--- src/common/asb_pkg.sv ---
package asb_pkg;
   // register byte offsets
   localparam logic [11:0] ADDR_CONTROL_TWO  = 12'h000;
   localparam logic [11:0] ADDR_CONTROL_FOUR = 12'h004;
   localparam logic [11:0] ADDR_INT_STATUS   = 12'h008;
   localparam logic [11:0] ADDR_INT_MASK     = 12'h00C;
   localparam logic [11:0] ADDR_MODE         = 12'h010;
   localparam logic [11:0] ADDR_RESULT_BASE  = 12'h040;
   localparam logic [11:0] ADDR_RESULT_LAST  = 12'h07C;

   // control two field positions
   localparam int REF_SEL_LSB   = 13;
   localparam int SCAN_EN_BIT   = 10;
   localparam int CHAN_CNT_LSB  = 8;
   localparam int HALF_STAT_BIT = 7;
   localparam int SMP_EVT_LSB   = 2;
   localparam int SPLIT_BIT     = 1;
   localparam int ALT_BIT       = 0;
   // control four field positions
   localparam int DMA_EN_BIT    = 8;
   localparam int DMA_WPI_LSB   = 0;
   // own mode register
   localparam int TWELVE_BIT    = 0;
   // interrupt status bits
   localparam int INT_SAMPLE    = 0;
   localparam int INT_DMA_STEP  = 1;

   // reset values
   localparam logic [2:0]  RESET_REF_SEL  = 3'h0;
   localparam logic [1:0]  RESET_CHAN_CNT = 2'h0;
   localparam logic [3:0]  RESET_SMP_EVT  = 4'h0;
   localparam logic [2:0]  RESET_DMA_WPI  = 3'h0;
   localparam logic [1:0]  RESET_INT      = 2'h0;
   localparam logic [15:0] RESET_RESULT   = 16'h0000;

   // reference codes
   localparam logic [2:0] REF_SUPPLY_GND  = 3'h0;
   localparam logic [2:0] REF_EXTH_GND    = 3'h1;
   localparam logic [2:0] REF_SUPPLY_EXTL = 3'h2;
   localparam logic [2:0] REF_EXTH_EXTL   = 3'h3;

   // channel count select as seen by the converter, forced to zero in twelve-bit mode
   function automatic logic [1:0] effChannelCount(input logic [1:0] code,
                                                  input logic       twelve);
      effChannelCount = twelve ? 2'h0 : code;
   endfunction : effChannelCount

   // words of DMA buffer per input: two to the power of the code
   function automatic logic [7:0] wordsPerInput(input logic [2:0] code);
      wordsPerInput = 8'h01 << code;
   endfunction : wordsPerInput
endpackage : asb_pkg

--- src/common/asb_conv_if.sv ---
`timescale 1ns/1ps
interface asb_conv_if;
   logic        convDone;
   logic [15:0] convResult;
   logic [3:0]  samplesPerEvent;
   logic        dmaResultEnable;
   logic        splitBufferMode;
   logic        restart;
   logic        groupEnd;
   logic [3:0]  rdIndex;
   logic [15:0] rdData;
   logic        bufferHalfStatus;

   modport ctrl (output convDone, convResult, samplesPerEvent, dmaResultEnable,
                 splitBufferMode, restart, rdIndex,
                 input groupEnd, rdData, bufferHalfStatus);
   modport counter (input convDone, samplesPerEvent, restart, output groupEnd);
   modport buffer (input convDone, convResult, dmaResultEnable, splitBufferMode,
                   restart, groupEnd, rdIndex, output rdData, bufferHalfStatus);
endinterface : asb_conv_if

--- src/adc_sequence_buffer_control.sv ---
`timescale 1ns/1ps
// Operation
// - reference select 000/1xx supply-ground, 001 ext high, 010 ext low, 011 both external
// - scan enable steps the channel 0 positive input each sample, else no scan
// - channel count 00 converts ch0, 01 ch0-1, 1x ch0-3
// - in twelve-bit mode channel count reads zero, only channel 0 converts
// - half status reads 1 filling second half, 0 first half, split mode only
// - without DMA, interrupt after every (code+1)th conversion
// - with DMA, advance DMA address after every (code+1)th conversion
// - with DMA enabled every result lands in the first result word
// - with DMA disabled each group fills result words upward from word 0, or from word 8 in the second split half
// - DMA words per input is two to the power of the code
// - unimplemented bits read zero, fields reset to zero, writes there ignored
module adc_sequence_buffer_control (
   // clock and reset
   input  wire logic        sys_clk,
   input  wire logic        srst,
   // apb slave
   input  wire logic        psel,
   input  wire logic        penable,
   input  wire logic        pwrite,
   input  wire logic [11:0] paddr,
   input  wire logic [31:0] pwdata,
   output logic      [31:0] prdata,
   output logic             pready,
   output logic             pslverr,
   // converter results
   input  wire logic        convDone,
   input  wire logic [15:0] convResult,
   // converter configuration
   output logic             refHighExternal,
   output logic             refLowExternal,
   output logic      [1:0]  channelCount,
   output logic             twelveBitMode,
   output logic             alternateInputSampling,
   output logic             scanActive,
   output logic      [3:0]  scanInputIndex,
   // dma side
   output logic             dmaRequest,
   output logic             dmaAddressAdvance,
   output logic      [7:0]  dmaWordsPerInput,
   // interrupt
   output logic             irq
);
   import asb_pkg::*;

   asb_conv_if cv ();

   // software-visible fields
   logic [2:0]  referenceSelect;
   logic        channel0ScanEnable;
   logic [1:0]  channelCountSelect;
   logic [3:0]  samplesPerEvent;
   logic        splitBufferMode;
   logic        dmaResultEnable;
   logic [2:0]  dmaWordsCode;
   logic [1:0]  intStatus;
   logic [1:0]  intMask;

   logic        accessEnd;
   logic        writeEnd;
   logic        readEnd;
   logic        hitControlTwo;
   logic        hitControlFour;
   logic        hitStatus;
   logic        hitMask;
   logic        hitMode;
   logic        hitResult;
   logic        mapped;
   logic [31:0] next_prdata;
   logic [1:0]  intSet;
   logic [1:0]  intClear;

   // one wait state: pready rises on the second access cycle
   assign accessEnd = psel && penable && pready;
   assign writeEnd  = accessEnd && pwrite;
   assign readEnd   = accessEnd && !pwrite;

   assign hitControlTwo  = (paddr == ADDR_CONTROL_TWO);
   assign hitControlFour = (paddr == ADDR_CONTROL_FOUR);
   assign hitStatus      = (paddr == ADDR_INT_STATUS);
   assign hitMask        = (paddr == ADDR_INT_MASK);
   assign hitMode        = (paddr == ADDR_MODE);
   assign hitResult      = (paddr >= ADDR_RESULT_BASE) && (paddr <= ADDR_RESULT_LAST)
                           && (paddr[1:0] == 2'h0);
   assign mapped         = hitControlTwo | hitControlFour | hitStatus | hitMask
                           | hitMode | hitResult;

   // wiring of the shared conversion bundle
   assign cv.convDone        = convDone;
   assign cv.convResult      = convResult;
   assign cv.samplesPerEvent = samplesPerEvent;
   assign cv.dmaResultEnable = dmaResultEnable;
   assign cv.splitBufferMode = splitBufferMode;
   assign cv.rdIndex         = paddr[5:2];
   // any write to a configuration register restarts the group count
   assign cv.restart         = writeEnd && (hitControlTwo | hitControlFour | hitMode);

   asb_event_counter u_counter (
      .sys_clk (sys_clk),
      .srst    (srst),
      .cv      (cv)
   );

   asb_result_buffer u_buffer (
      .sys_clk (sys_clk),
      .srst    (srst),
      .cv      (cv)
   );

   // apb handshake; every access answers, unmapped ones with pslverr
   always_ff @(posedge sys_clk) begin
      if (srst) begin
         pready  <= 1'b0;
         pslverr <= 1'b0;
      end else begin
         pready  <= psel && penable && !pready;
         pslverr <= psel && penable && !pready && !mapped;
      end
   end

   // read mux; unimplemented bits stay zero
   always_comb begin
      next_prdata = 32'h0000_0000;
      if (hitControlTwo) begin
         next_prdata[REF_SEL_LSB +: 3]  = referenceSelect;
         next_prdata[SCAN_EN_BIT]       = channel0ScanEnable;
         next_prdata[CHAN_CNT_LSB +: 2] = effChannelCount(channelCountSelect,
                                                          twelveBitMode);
         next_prdata[HALF_STAT_BIT]     = cv.bufferHalfStatus;
         next_prdata[SMP_EVT_LSB +: 4]  = samplesPerEvent;
         next_prdata[SPLIT_BIT]         = splitBufferMode;
         next_prdata[ALT_BIT]           = alternateInputSampling;
      end else if (hitControlFour) begin
         next_prdata[DMA_EN_BIT]        = dmaResultEnable;
         next_prdata[DMA_WPI_LSB +: 3]  = dmaWordsCode;
      end else if (hitStatus) begin
         next_prdata[1:0]               = intStatus;
      end else if (hitMask) begin
         next_prdata[1:0]               = intMask;
      end else if (hitMode) begin
         next_prdata[TWELVE_BIT]        = twelveBitMode;
      end else if (hitResult) begin
         next_prdata[15:0]              = cv.rdData;
      end
   end

   // read data is latched as pready rises and held until the next read answer
   always_ff @(posedge sys_clk) begin
      if (srst) begin
         prdata <= 32'h0000_0000;
      end else if (psel && penable && !pready && !pwrite) begin
         prdata <= next_prdata;
      end
   end

   // control two: only implemented fields store, half status is read-only
   always_ff @(posedge sys_clk) begin
      if (srst) begin
         referenceSelect        <= RESET_REF_SEL;
         channel0ScanEnable     <= 1'b0;
         channelCountSelect     <= RESET_CHAN_CNT;
         samplesPerEvent        <= RESET_SMP_EVT;
         splitBufferMode        <= 1'b0;
         alternateInputSampling <= 1'b0;
      end else if (writeEnd && hitControlTwo) begin
         referenceSelect        <= pwdata[REF_SEL_LSB +: 3];
         channel0ScanEnable     <= pwdata[SCAN_EN_BIT];
         // the field does not exist in twelve-bit mode, so writes load the reset value instead
         channelCountSelect     <= twelveBitMode ? RESET_CHAN_CNT
                                                 : pwdata[CHAN_CNT_LSB +: 2];
         samplesPerEvent        <= pwdata[SMP_EVT_LSB +: 4];
         splitBufferMode        <= pwdata[SPLIT_BIT];
         alternateInputSampling <= pwdata[ALT_BIT];
      end
   end

   // control four and mode register
   always_ff @(posedge sys_clk) begin
      if (srst) begin
         dmaResultEnable <= 1'b0;
         dmaWordsCode    <= RESET_DMA_WPI;
         twelveBitMode   <= 1'b0;
      end else begin
         if (writeEnd && hitControlFour) begin
            dmaResultEnable <= pwdata[DMA_EN_BIT];
            dmaWordsCode    <= pwdata[DMA_WPI_LSB +: 3];
         end
         if (writeEnd && hitMode) begin
            twelveBitMode <= pwdata[TWELVE_BIT];
         end
      end
   end

   // converter configuration outputs, registered
   always_ff @(posedge sys_clk) begin
      if (srst) begin
         refHighExternal  <= 1'b0;
         refLowExternal   <= 1'b0;
         channelCount     <= RESET_CHAN_CNT;
         dmaWordsPerInput <= 8'h01;
      end else begin
         // any 1xx code falls back to supply and ground
         refHighExternal  <= (referenceSelect == REF_EXTH_GND)
                             || (referenceSelect == REF_EXTH_EXTL);
         refLowExternal   <= (referenceSelect == REF_SUPPLY_EXTL)
                             || (referenceSelect == REF_EXTH_EXTL);
         channelCount     <= effChannelCount(channelCountSelect, twelveBitMode);
         dmaWordsPerInput <= wordsPerInput(dmaWordsCode);
      end
   end

   // channel 0 positive input scan steps once per completed sample
   always_ff @(posedge sys_clk) begin
      if (srst) begin
         scanActive     <= 1'b0;
         scanInputIndex <= 4'h0;
      end else begin
         scanActive <= channel0ScanEnable;
         if (!channel0ScanEnable) begin
            scanInputIndex <= 4'h0;
         end else if (convDone) begin
            scanInputIndex <= scanInputIndex + 4'h1;
         end
      end
   end

   // dma strobes: a request per result, an address step per group
   always_ff @(posedge sys_clk) begin
      if (srst) begin
         dmaRequest        <= 1'b0;
         dmaAddressAdvance <= 1'b0;
      end else begin
         dmaRequest        <= convDone && dmaResultEnable;
         dmaAddressAdvance <= cv.groupEnd && dmaResultEnable;
      end
   end

   // sticky status; a new event in the clearing read's cycle survives
   assign intSet[INT_SAMPLE]   = cv.groupEnd && !dmaResultEnable;
   assign intSet[INT_DMA_STEP] = cv.groupEnd && dmaResultEnable;
   assign intClear             = (readEnd && hitStatus) ? 2'h3 : 2'h0;

   always_ff @(posedge sys_clk) begin
      if (srst) begin
         intStatus <= RESET_INT;
      end else begin
         intStatus <= (intStatus & ~intClear) | intSet;
      end
   end

   // mask register
   always_ff @(posedge sys_clk) begin
      if (srst) begin
         intMask <= RESET_INT;
      end else if (writeEnd && hitMask) begin
         intMask <= pwdata[1:0];
      end
   end

   // level interrupt, one cycle behind the status bits
   always_ff @(posedge sys_clk) begin
      if (srst) begin
         irq <= 1'b0;
      end else begin
         irq <= |(intStatus & intMask);
      end
   end
endmodule : adc_sequence_buffer_control

--- src/asb_event_counter.sv ---
`timescale 1ns/1ps
module asb_event_counter (
   // clock and reset
   input wire logic sys_clk,
   input wire logic srst,
   // conversion side
   asb_conv_if.counter cv
);
   import asb_pkg::*;

   logic [3:0] count;

   // last conversion of a group ends the group
   assign cv.groupEnd = cv.convDone && (count == cv.samplesPerEvent);

   // restart on reconfigure beats a conversion arriving in the same cycle
   always_ff @(posedge sys_clk) begin
      if (srst || cv.restart) begin
         count <= RESET_SMP_EVT;
      end else if (cv.groupEnd) begin
         count <= RESET_SMP_EVT;
      end else if (cv.convDone) begin
         count <= count + 4'h1;
      end
   end
endmodule : asb_event_counter

--- src/asb_result_buffer.sv ---
`timescale 1ns/1ps
module asb_result_buffer (
   // clock and reset
   input wire logic sys_clk,
   input wire logic srst,
   // conversion side
   asb_conv_if.buffer cv
);
   import asb_pkg::*;

   logic [15:0] resultWord [16];
   logic [3:0]  fillIndex;
   logic        fillHalf;
   logic [3:0]  writeAddr;

   // dma mode funnels every result into the first word
   always_comb begin
      if (cv.dmaResultEnable) begin
         writeAddr = 4'h0;
      end else if (cv.splitBufferMode) begin
         writeAddr = {fillHalf, fillIndex[2:0]};
      end else begin
         writeAddr = fillIndex;
      end
   end

   // fill pointer returns to the start of a half at each group end
   always_ff @(posedge sys_clk) begin
      if (srst || cv.restart) begin
         fillIndex <= 4'h0;
         fillHalf  <= 1'b0;
      end else if (cv.groupEnd) begin
         fillIndex <= 4'h0;
         fillHalf  <= cv.splitBufferMode ? ~fillHalf : 1'b0;
      end else if (cv.convDone) begin
         fillIndex <= fillIndex + 4'h1;
      end
   end

   // result storage; reset clears every word so reads are defined
   always_ff @(posedge sys_clk) begin
      if (srst) begin
         for (int i = 0; i < 16; i++) begin
            resultWord[i] <= RESET_RESULT;
         end
      end else if (cv.convDone) begin
         resultWord[writeAddr] <= cv.convResult;
      end
   end

   assign cv.rdData           = resultWord[cv.rdIndex];
   // software reads the half that is not being filled
   assign cv.bufferHalfStatus = cv.splitBufferMode & fillHalf;
endmodule : asb_result_buffer

--- config.mk ---
export PLATFORM = sky130hd
export DESIGN_NAME = adc_sequence_buffer_control
export DESIGN_NICKNAME = d
export VERILOG_FILES = /design/src/common/asb_pkg.sv /design/src/common/asb_conv_if.sv /design/src/adc_sequence_buffer_control.sv /design/src/asb_event_counter.sv /design/src/asb_result_buffer.sv
export SDC_FILE = /design/constraint.sdc
export NUM_CORES = 1
export LEC_CHECK = 0
export BUFFER_PORTS_ARGS = -buffer_cell sky130_fd_sc_hd__buf_2
export CORE_UTILIZATION = 38
export DETAILED_ROUTE_END_ITERATION = 8
export HOLD_SLACK_MARGIN = 0.03
export PLACE_DENSITY = 0.65
export SLEW_MARGIN = 10
export SYNTH_ARGS = -nofsm -noshare
export SYNTH_HDL_FRONTEND = slang
export SYNTH_SLANG_ARGS = --single-unit
--- constraint.sdc ---
create_clock -name sys_clk -period 3.3 [get_ports sys_clk]
set_input_delay 0.33 -clock sys_clk [delete_from_list [all_inputs] [get_ports sys_clk]]
set_output_delay 0.33 -clock sys_clk [all_outputs]
set_load 0.02 [all_outputs]
# == Yosys cells after proc, flatten, opt, wreduce, memory -nomap -nowiden ==
# Memory sizes are Yosys's and may differ from the RTL's.
# Cells that the tools add are included.
# classes
reduce_logical,32
shifts,1
mux,35
bitwise,13
magnitude_cmp,2
eq_ne,8
add_sub_neg,3
# op_table
cell,n
16-bit two-way mux,7
14-bit two-way mux,2
"12-bit by 4-bit == test with 1-bit output, second input constant",2
1-bit logical AND,19
4-bit two-way mux,4
16-bit OR reduction,1
15-bit two-way mux,1
"4-bit by 1-bit adder with 4-bit output, second input constant",3
"12-bit by 3-bit == test with 1-bit output, second input constant",1
"12-bit by 5-bit == test with 1-bit output, second input constant",1
"12-bit by 7-bit greater-or-equal comparator with 1-bit output, second input constant",1
"12-bit by 7-bit less-or-equal comparator with 1-bit output, second input constant",1
12-bit logical NOT,1
2-bit two-way mux,6
1-bit two-way mux,10
"1-bit by 3-bit left shift with 8-bit output, first input constant",1
7-bit two-way mux,1
"3-bit by 2-bit == test with 1-bit output, second input constant",2
3-bit two-way mux,2
6-bit two-way mux,1
1-bit bitwise OR,6
2-bit OR reduction,3
5-bit two-way mux,1
2-bit bitwise AND,2
other kinds (9),15
# totals
wordCells,121
reg_bits,68
ramBits,256
in_bits,66
memories,1
# memory_table
memory,words,word_bits,rd,rd_ports_with_merged_regs,write_ports,line,rtl
u_buffer.resultWord,16,16,1,0,16,asb_result_buffer.sv:11,logic [15:0] resultWord [16];

# == Logic depth before layout (Yosys ltp) ==
# logic_depth
word_depth,14
ltp_mapped,9
ltp_nobuf,5

# == Modules after synthesis ==
# From an unflattened synthesis, not the netlist that was laid out.
# unflattened
hier_cells,1083
hier_area_um2,15006.9
# by_module_without_submodules
mod,area_each_um2,instances,cells_per_inst
asb_result_buffer,12147.9,1,768
adc_sequence_buffer_control,2592.5,1,289
asb_event_counter,266.5,1,26

# == Least setup slack after synthesis ==
# Ideal clock, no wire load.
# synth_path
kind,flip-flop to flip-flop
start,register dmaResultEnable (netlist: cv.dmaResultEnable)
end,memory u_buffer.resultWord[10][0] (enable)
synth_period_minus_slack_ns,2.577
setup_time_ns,0.411
path_slack_ns,0.723
arrival_ns,2.166
path_stages_with_launch,5
path_cell_list,dfxtp_1 clkbuf_1 or3_1 clkbuf_1 o21ai_0
# synth_lines
item,line,rtl
"start, declared",adc_sequence_buffer_control.sv:55,logic dmaResultEnable;
"start signal, assigned",adc_sequence_buffer_control.sv:186,dmaResultEnable <= pwdata[DMA_EN_BIT];
"end, declared",asb_result_buffer.sv:11,

==> results.sh <==
export IMPL_outcome="completed"
export IMPL_period_needed_ns=2.285
export IMPL_vias_per_cell=5.117
export IMPL_power_leakage_nw=6.252
export IMPL_synth_most_common_cell="and2_1"
export IMPL_rsz0062_at_grt="no"
export IMPL_vias=8540
export IMPL_wl_per_cell_um=20.36
export IMPL_hold_violations=0
export IMPL_hp_class="primary input to register"
export IMPL_grt_first_pass_wirelength_mm=50.76
export IMPL_grt_pass1_vias=8422
export IMPL_port_buffer_count=85
export IMPL_arrival_ns=2.50
export IMPL_syn_area_sq_mm=0.01451
export IMPL_worstMarginPinSlew_ns=0.9605
export IMPL_finClkSkew_ns=0.01792
export IMPL_dr_first_iter_drc_count=749
export IMPL_seq_power_share_pct=51.6
export IMPL_vdd_drop_max_mv=0.3225
export IMPL_ant_nets=0
export IMPL_cp_end_kind="register"
export IMPL_wl_met3_mm=2.568
export IMPL_area_growth_pct=14.83
export IMPL_netlist_top_cells_count="259 x and2_1, 256 x edfxtp_1, 72 x mux4_2"
export IMPL_rows=71
export IMPL_core_region_area_sq_mm=0.03758
export IMPL_net_switching_power_mw=1.935
export IMPL_cp_max_fo=12
export IMPL_start_util_pct=38.61
export IMPL_drc=0
export IMPL_cts_clk_slew_worst_paths_ns=0.06
export IMPL_setup_violations=0
export IMPL_async_reset_ff_share_pct=0
export IMPL_synth_seq_cells=324
export IMPL_cts_buffers=35
export IMPL_routed_top_layer="met4"
export IMPL_dieArea_sq_mm=0.03897
export IMPL_postSynthCellCount=1030
export IMPL_cts_resized=0
export IMPL_cts_setup_buffers=0
export IMPL_start_kind="register"
export IMPL_grt_total_usage_pct=17.56
export IMPL_crit_type="register to register"
export IMPL_die_w_um=197.4
export IMPL_place_hpwl_mm=22.53
export IMPL_p_clk_share_pct=41.9
export IMPL_drive_gt1_share_pct=22.88
export IMPL_synth_flop_cell="edfxtp_1"
export IMPL_swShare_pct=21.85
export IMPL_setup_tns_ns=0
export IMPL_cts_max_path_buffers=3
export IMPL_cts_root_buf="clkbuf_16"
export IMPL_synth_cell_type_count=50
export IMPL_synth_area_per_cell_sq_um=14.09
export IMPL_tritoncts="yes"
export IMPL_ctsHtreeMaxLevel=2
export IMPL_routed_wl_mm=33.99
export IMPL_yosysTopAreaCellShare_pct=52.98
export IMPL_maxCapViolCount=0
export IMPL_synth_edff_count=256
export IMPL_yosysWarningCount=0
export IMPL_internal_power_mw=6.921
export IMPL_power_density_mw_per_mm2=531.5
export IMPL_finalCritPeriodShare_pct=69.23
export IMPL_synth_top_cell_by_area="edfxtp_1"
export IMPL_clock_sinks=324
export IMPL_timing_fmax_ghz=0.4377
export IMPL_grt_antenna_before_repair=1
export IMPL_drt_met1_wl_mm=14.15
export IMPL_clkLatencyLatePin_ns=0.52
export IMPL_antenna_cells=0
export IMPL_grt_max_degree=47
export IMPL_wl_met2_mm=16.51
export IMPL_ios=122
export IMPL_drv_slew=0
export IMPL_p_comb_share_pct=6.5
export IMPL_holdWs_ns=0.05796
export IMPL_die_h_um=197.4
export IMPL_synthTopCellsByArea="edfxtp_1 53%, mux4_2 11%, and2_1 11%, dfxtp_1 9.4%, mux2i_1 2.5%"
export IMPL_nets=1202
export IMPL_ys_seq_area_share_pct=62.36
export IMPL_required_ns=3.52
export IMPL_gp_congestion=0.8193
export IMPL_hold_buffers=0
export IMPL_firstDrtPassIters=5
export IMPL_relSlewSlack_pct=35.90
export IMPL_grt_ovfl_total=0
-- power groups by stage --
stage / logic (mW) / registers [mW] / clock network [mW]
floorplan: 0.368 / 4.65 / 0
global placement: 0.571 / 4.65 / 0
detailed placement: 0.580 / 4.65 / 0
CTS: 0.582 / 4.57 / 3.77
global route: 0.618 / 4.58 / 3.93
finish: 0.576 / 4.57 / 3.71
-- per-layer routing --
layer  global-route usage (%)  up-vias
li1                         -     3923
met1                    23.46     4256
met2                    29.36      311
met3                    3.090       50
met4                    4.881        0
met5                        0        -
-- cell families (layout without fill, tap and decap cells) --
kind of cell    count (synthesis)  in the layout  share of synthesized area [%]
fa+ha+maj                       3              3                         0.2587
mux                           109            109                          13.74
xor+xnor                       13             13                         0.7847
buf+inv                        92            205                          3.423
compound gates                 80             80                          3.268
other cells                     1             16                        0.02584
simple gates                  408            408                          16.14
flops                         324            324                          62.36
-- cell usage in the layout (no fill, tap or decap), drive strengths merged, types with 9 or more instances in the layout --
| cell type | count |
|---|---|
| xor2 | 9 |
| nor2 | 70 |
| o21ai | 42 |
| nand2 | 21 |
| mux2i | 36 |
| clkbuf | 49 |
| dfxtp | 68 |
| buf | 138 |
| mux4 | 72 |
| and2 | 259 |
| conb | 16 |
| a21oi | 16 |
| edfxtp | 256 |
| nor3 | 15 |
| clkinv | 11 |
-- through the flow --
stage	instances	worst slack [ns]	area (sq um)	power [mW]	util (%)
final	1669	1.015	16660	8.856	44.34
after global routing	1669	0.9329	16660	9.122	44.34
after CTS	1669	1.034	16660	8.921	44.34
after detailed placement	1607	0.6271	15580	5.235	41.46
after global placement	1607	0.6147	15580	5.218	41.46
after floorplan	1045	0.7232	14570	5.019	-
-- flip-flops by register name, summed over array words and instances (netlist names), 2 cells and up --
signal	cells
channelCount	2
channelCountSelect	2
cv.samplesPerEvent	4
dmaWordsCode	3
dmaWordsPerInput	8
intMask	2
intStatus	2
prdata	16
referenceSelect	3
scanInputIndex	4
u_buffer.fillIndex	4
u_buffer.resultWord	256
u_counter.count	4
-- area by class of cell --
| class | instances | area, sq um |
|---|---|---|
| timing repair buffer | 138 | 840.8 |
| clock buffer | 49 | 991.0 |
| multi-input combinational | 629 | 5034 |
| fill | 3405 | 20920 |
| clock inverter | 13 | 90.09 |
| inverter | 5 | 18.77 |
| sequential | 324 | 9049 |
| tap | 511 | 639.4 |
-- worst paths after layout --
path / end / from / slack, ns / cells past startpoint
setup / recovery: u_buffer.resultWord[3][9] / cv.splitBufferMode / 1.02 / 5
hold / removal: channel0ScanEnable / pwdata[10] / 0.06 / 3
setup reg to reg: u_buffer.resultWord[3][9] / cv.splitBufferMode / 1.02 / 5
hold reg to reg: prdata[11] / prdata[11] / 0.46 / 2
-- critical path, cell delays in order (launching register included) --
cell and delay, ns:
dfxtp_1 0.46, mux2_2 0.39, nor2_1 0.09, nor2_1 0.15, o21ai_1 0.67, buf_12 0.23
(Power assumes the default switching activity.)
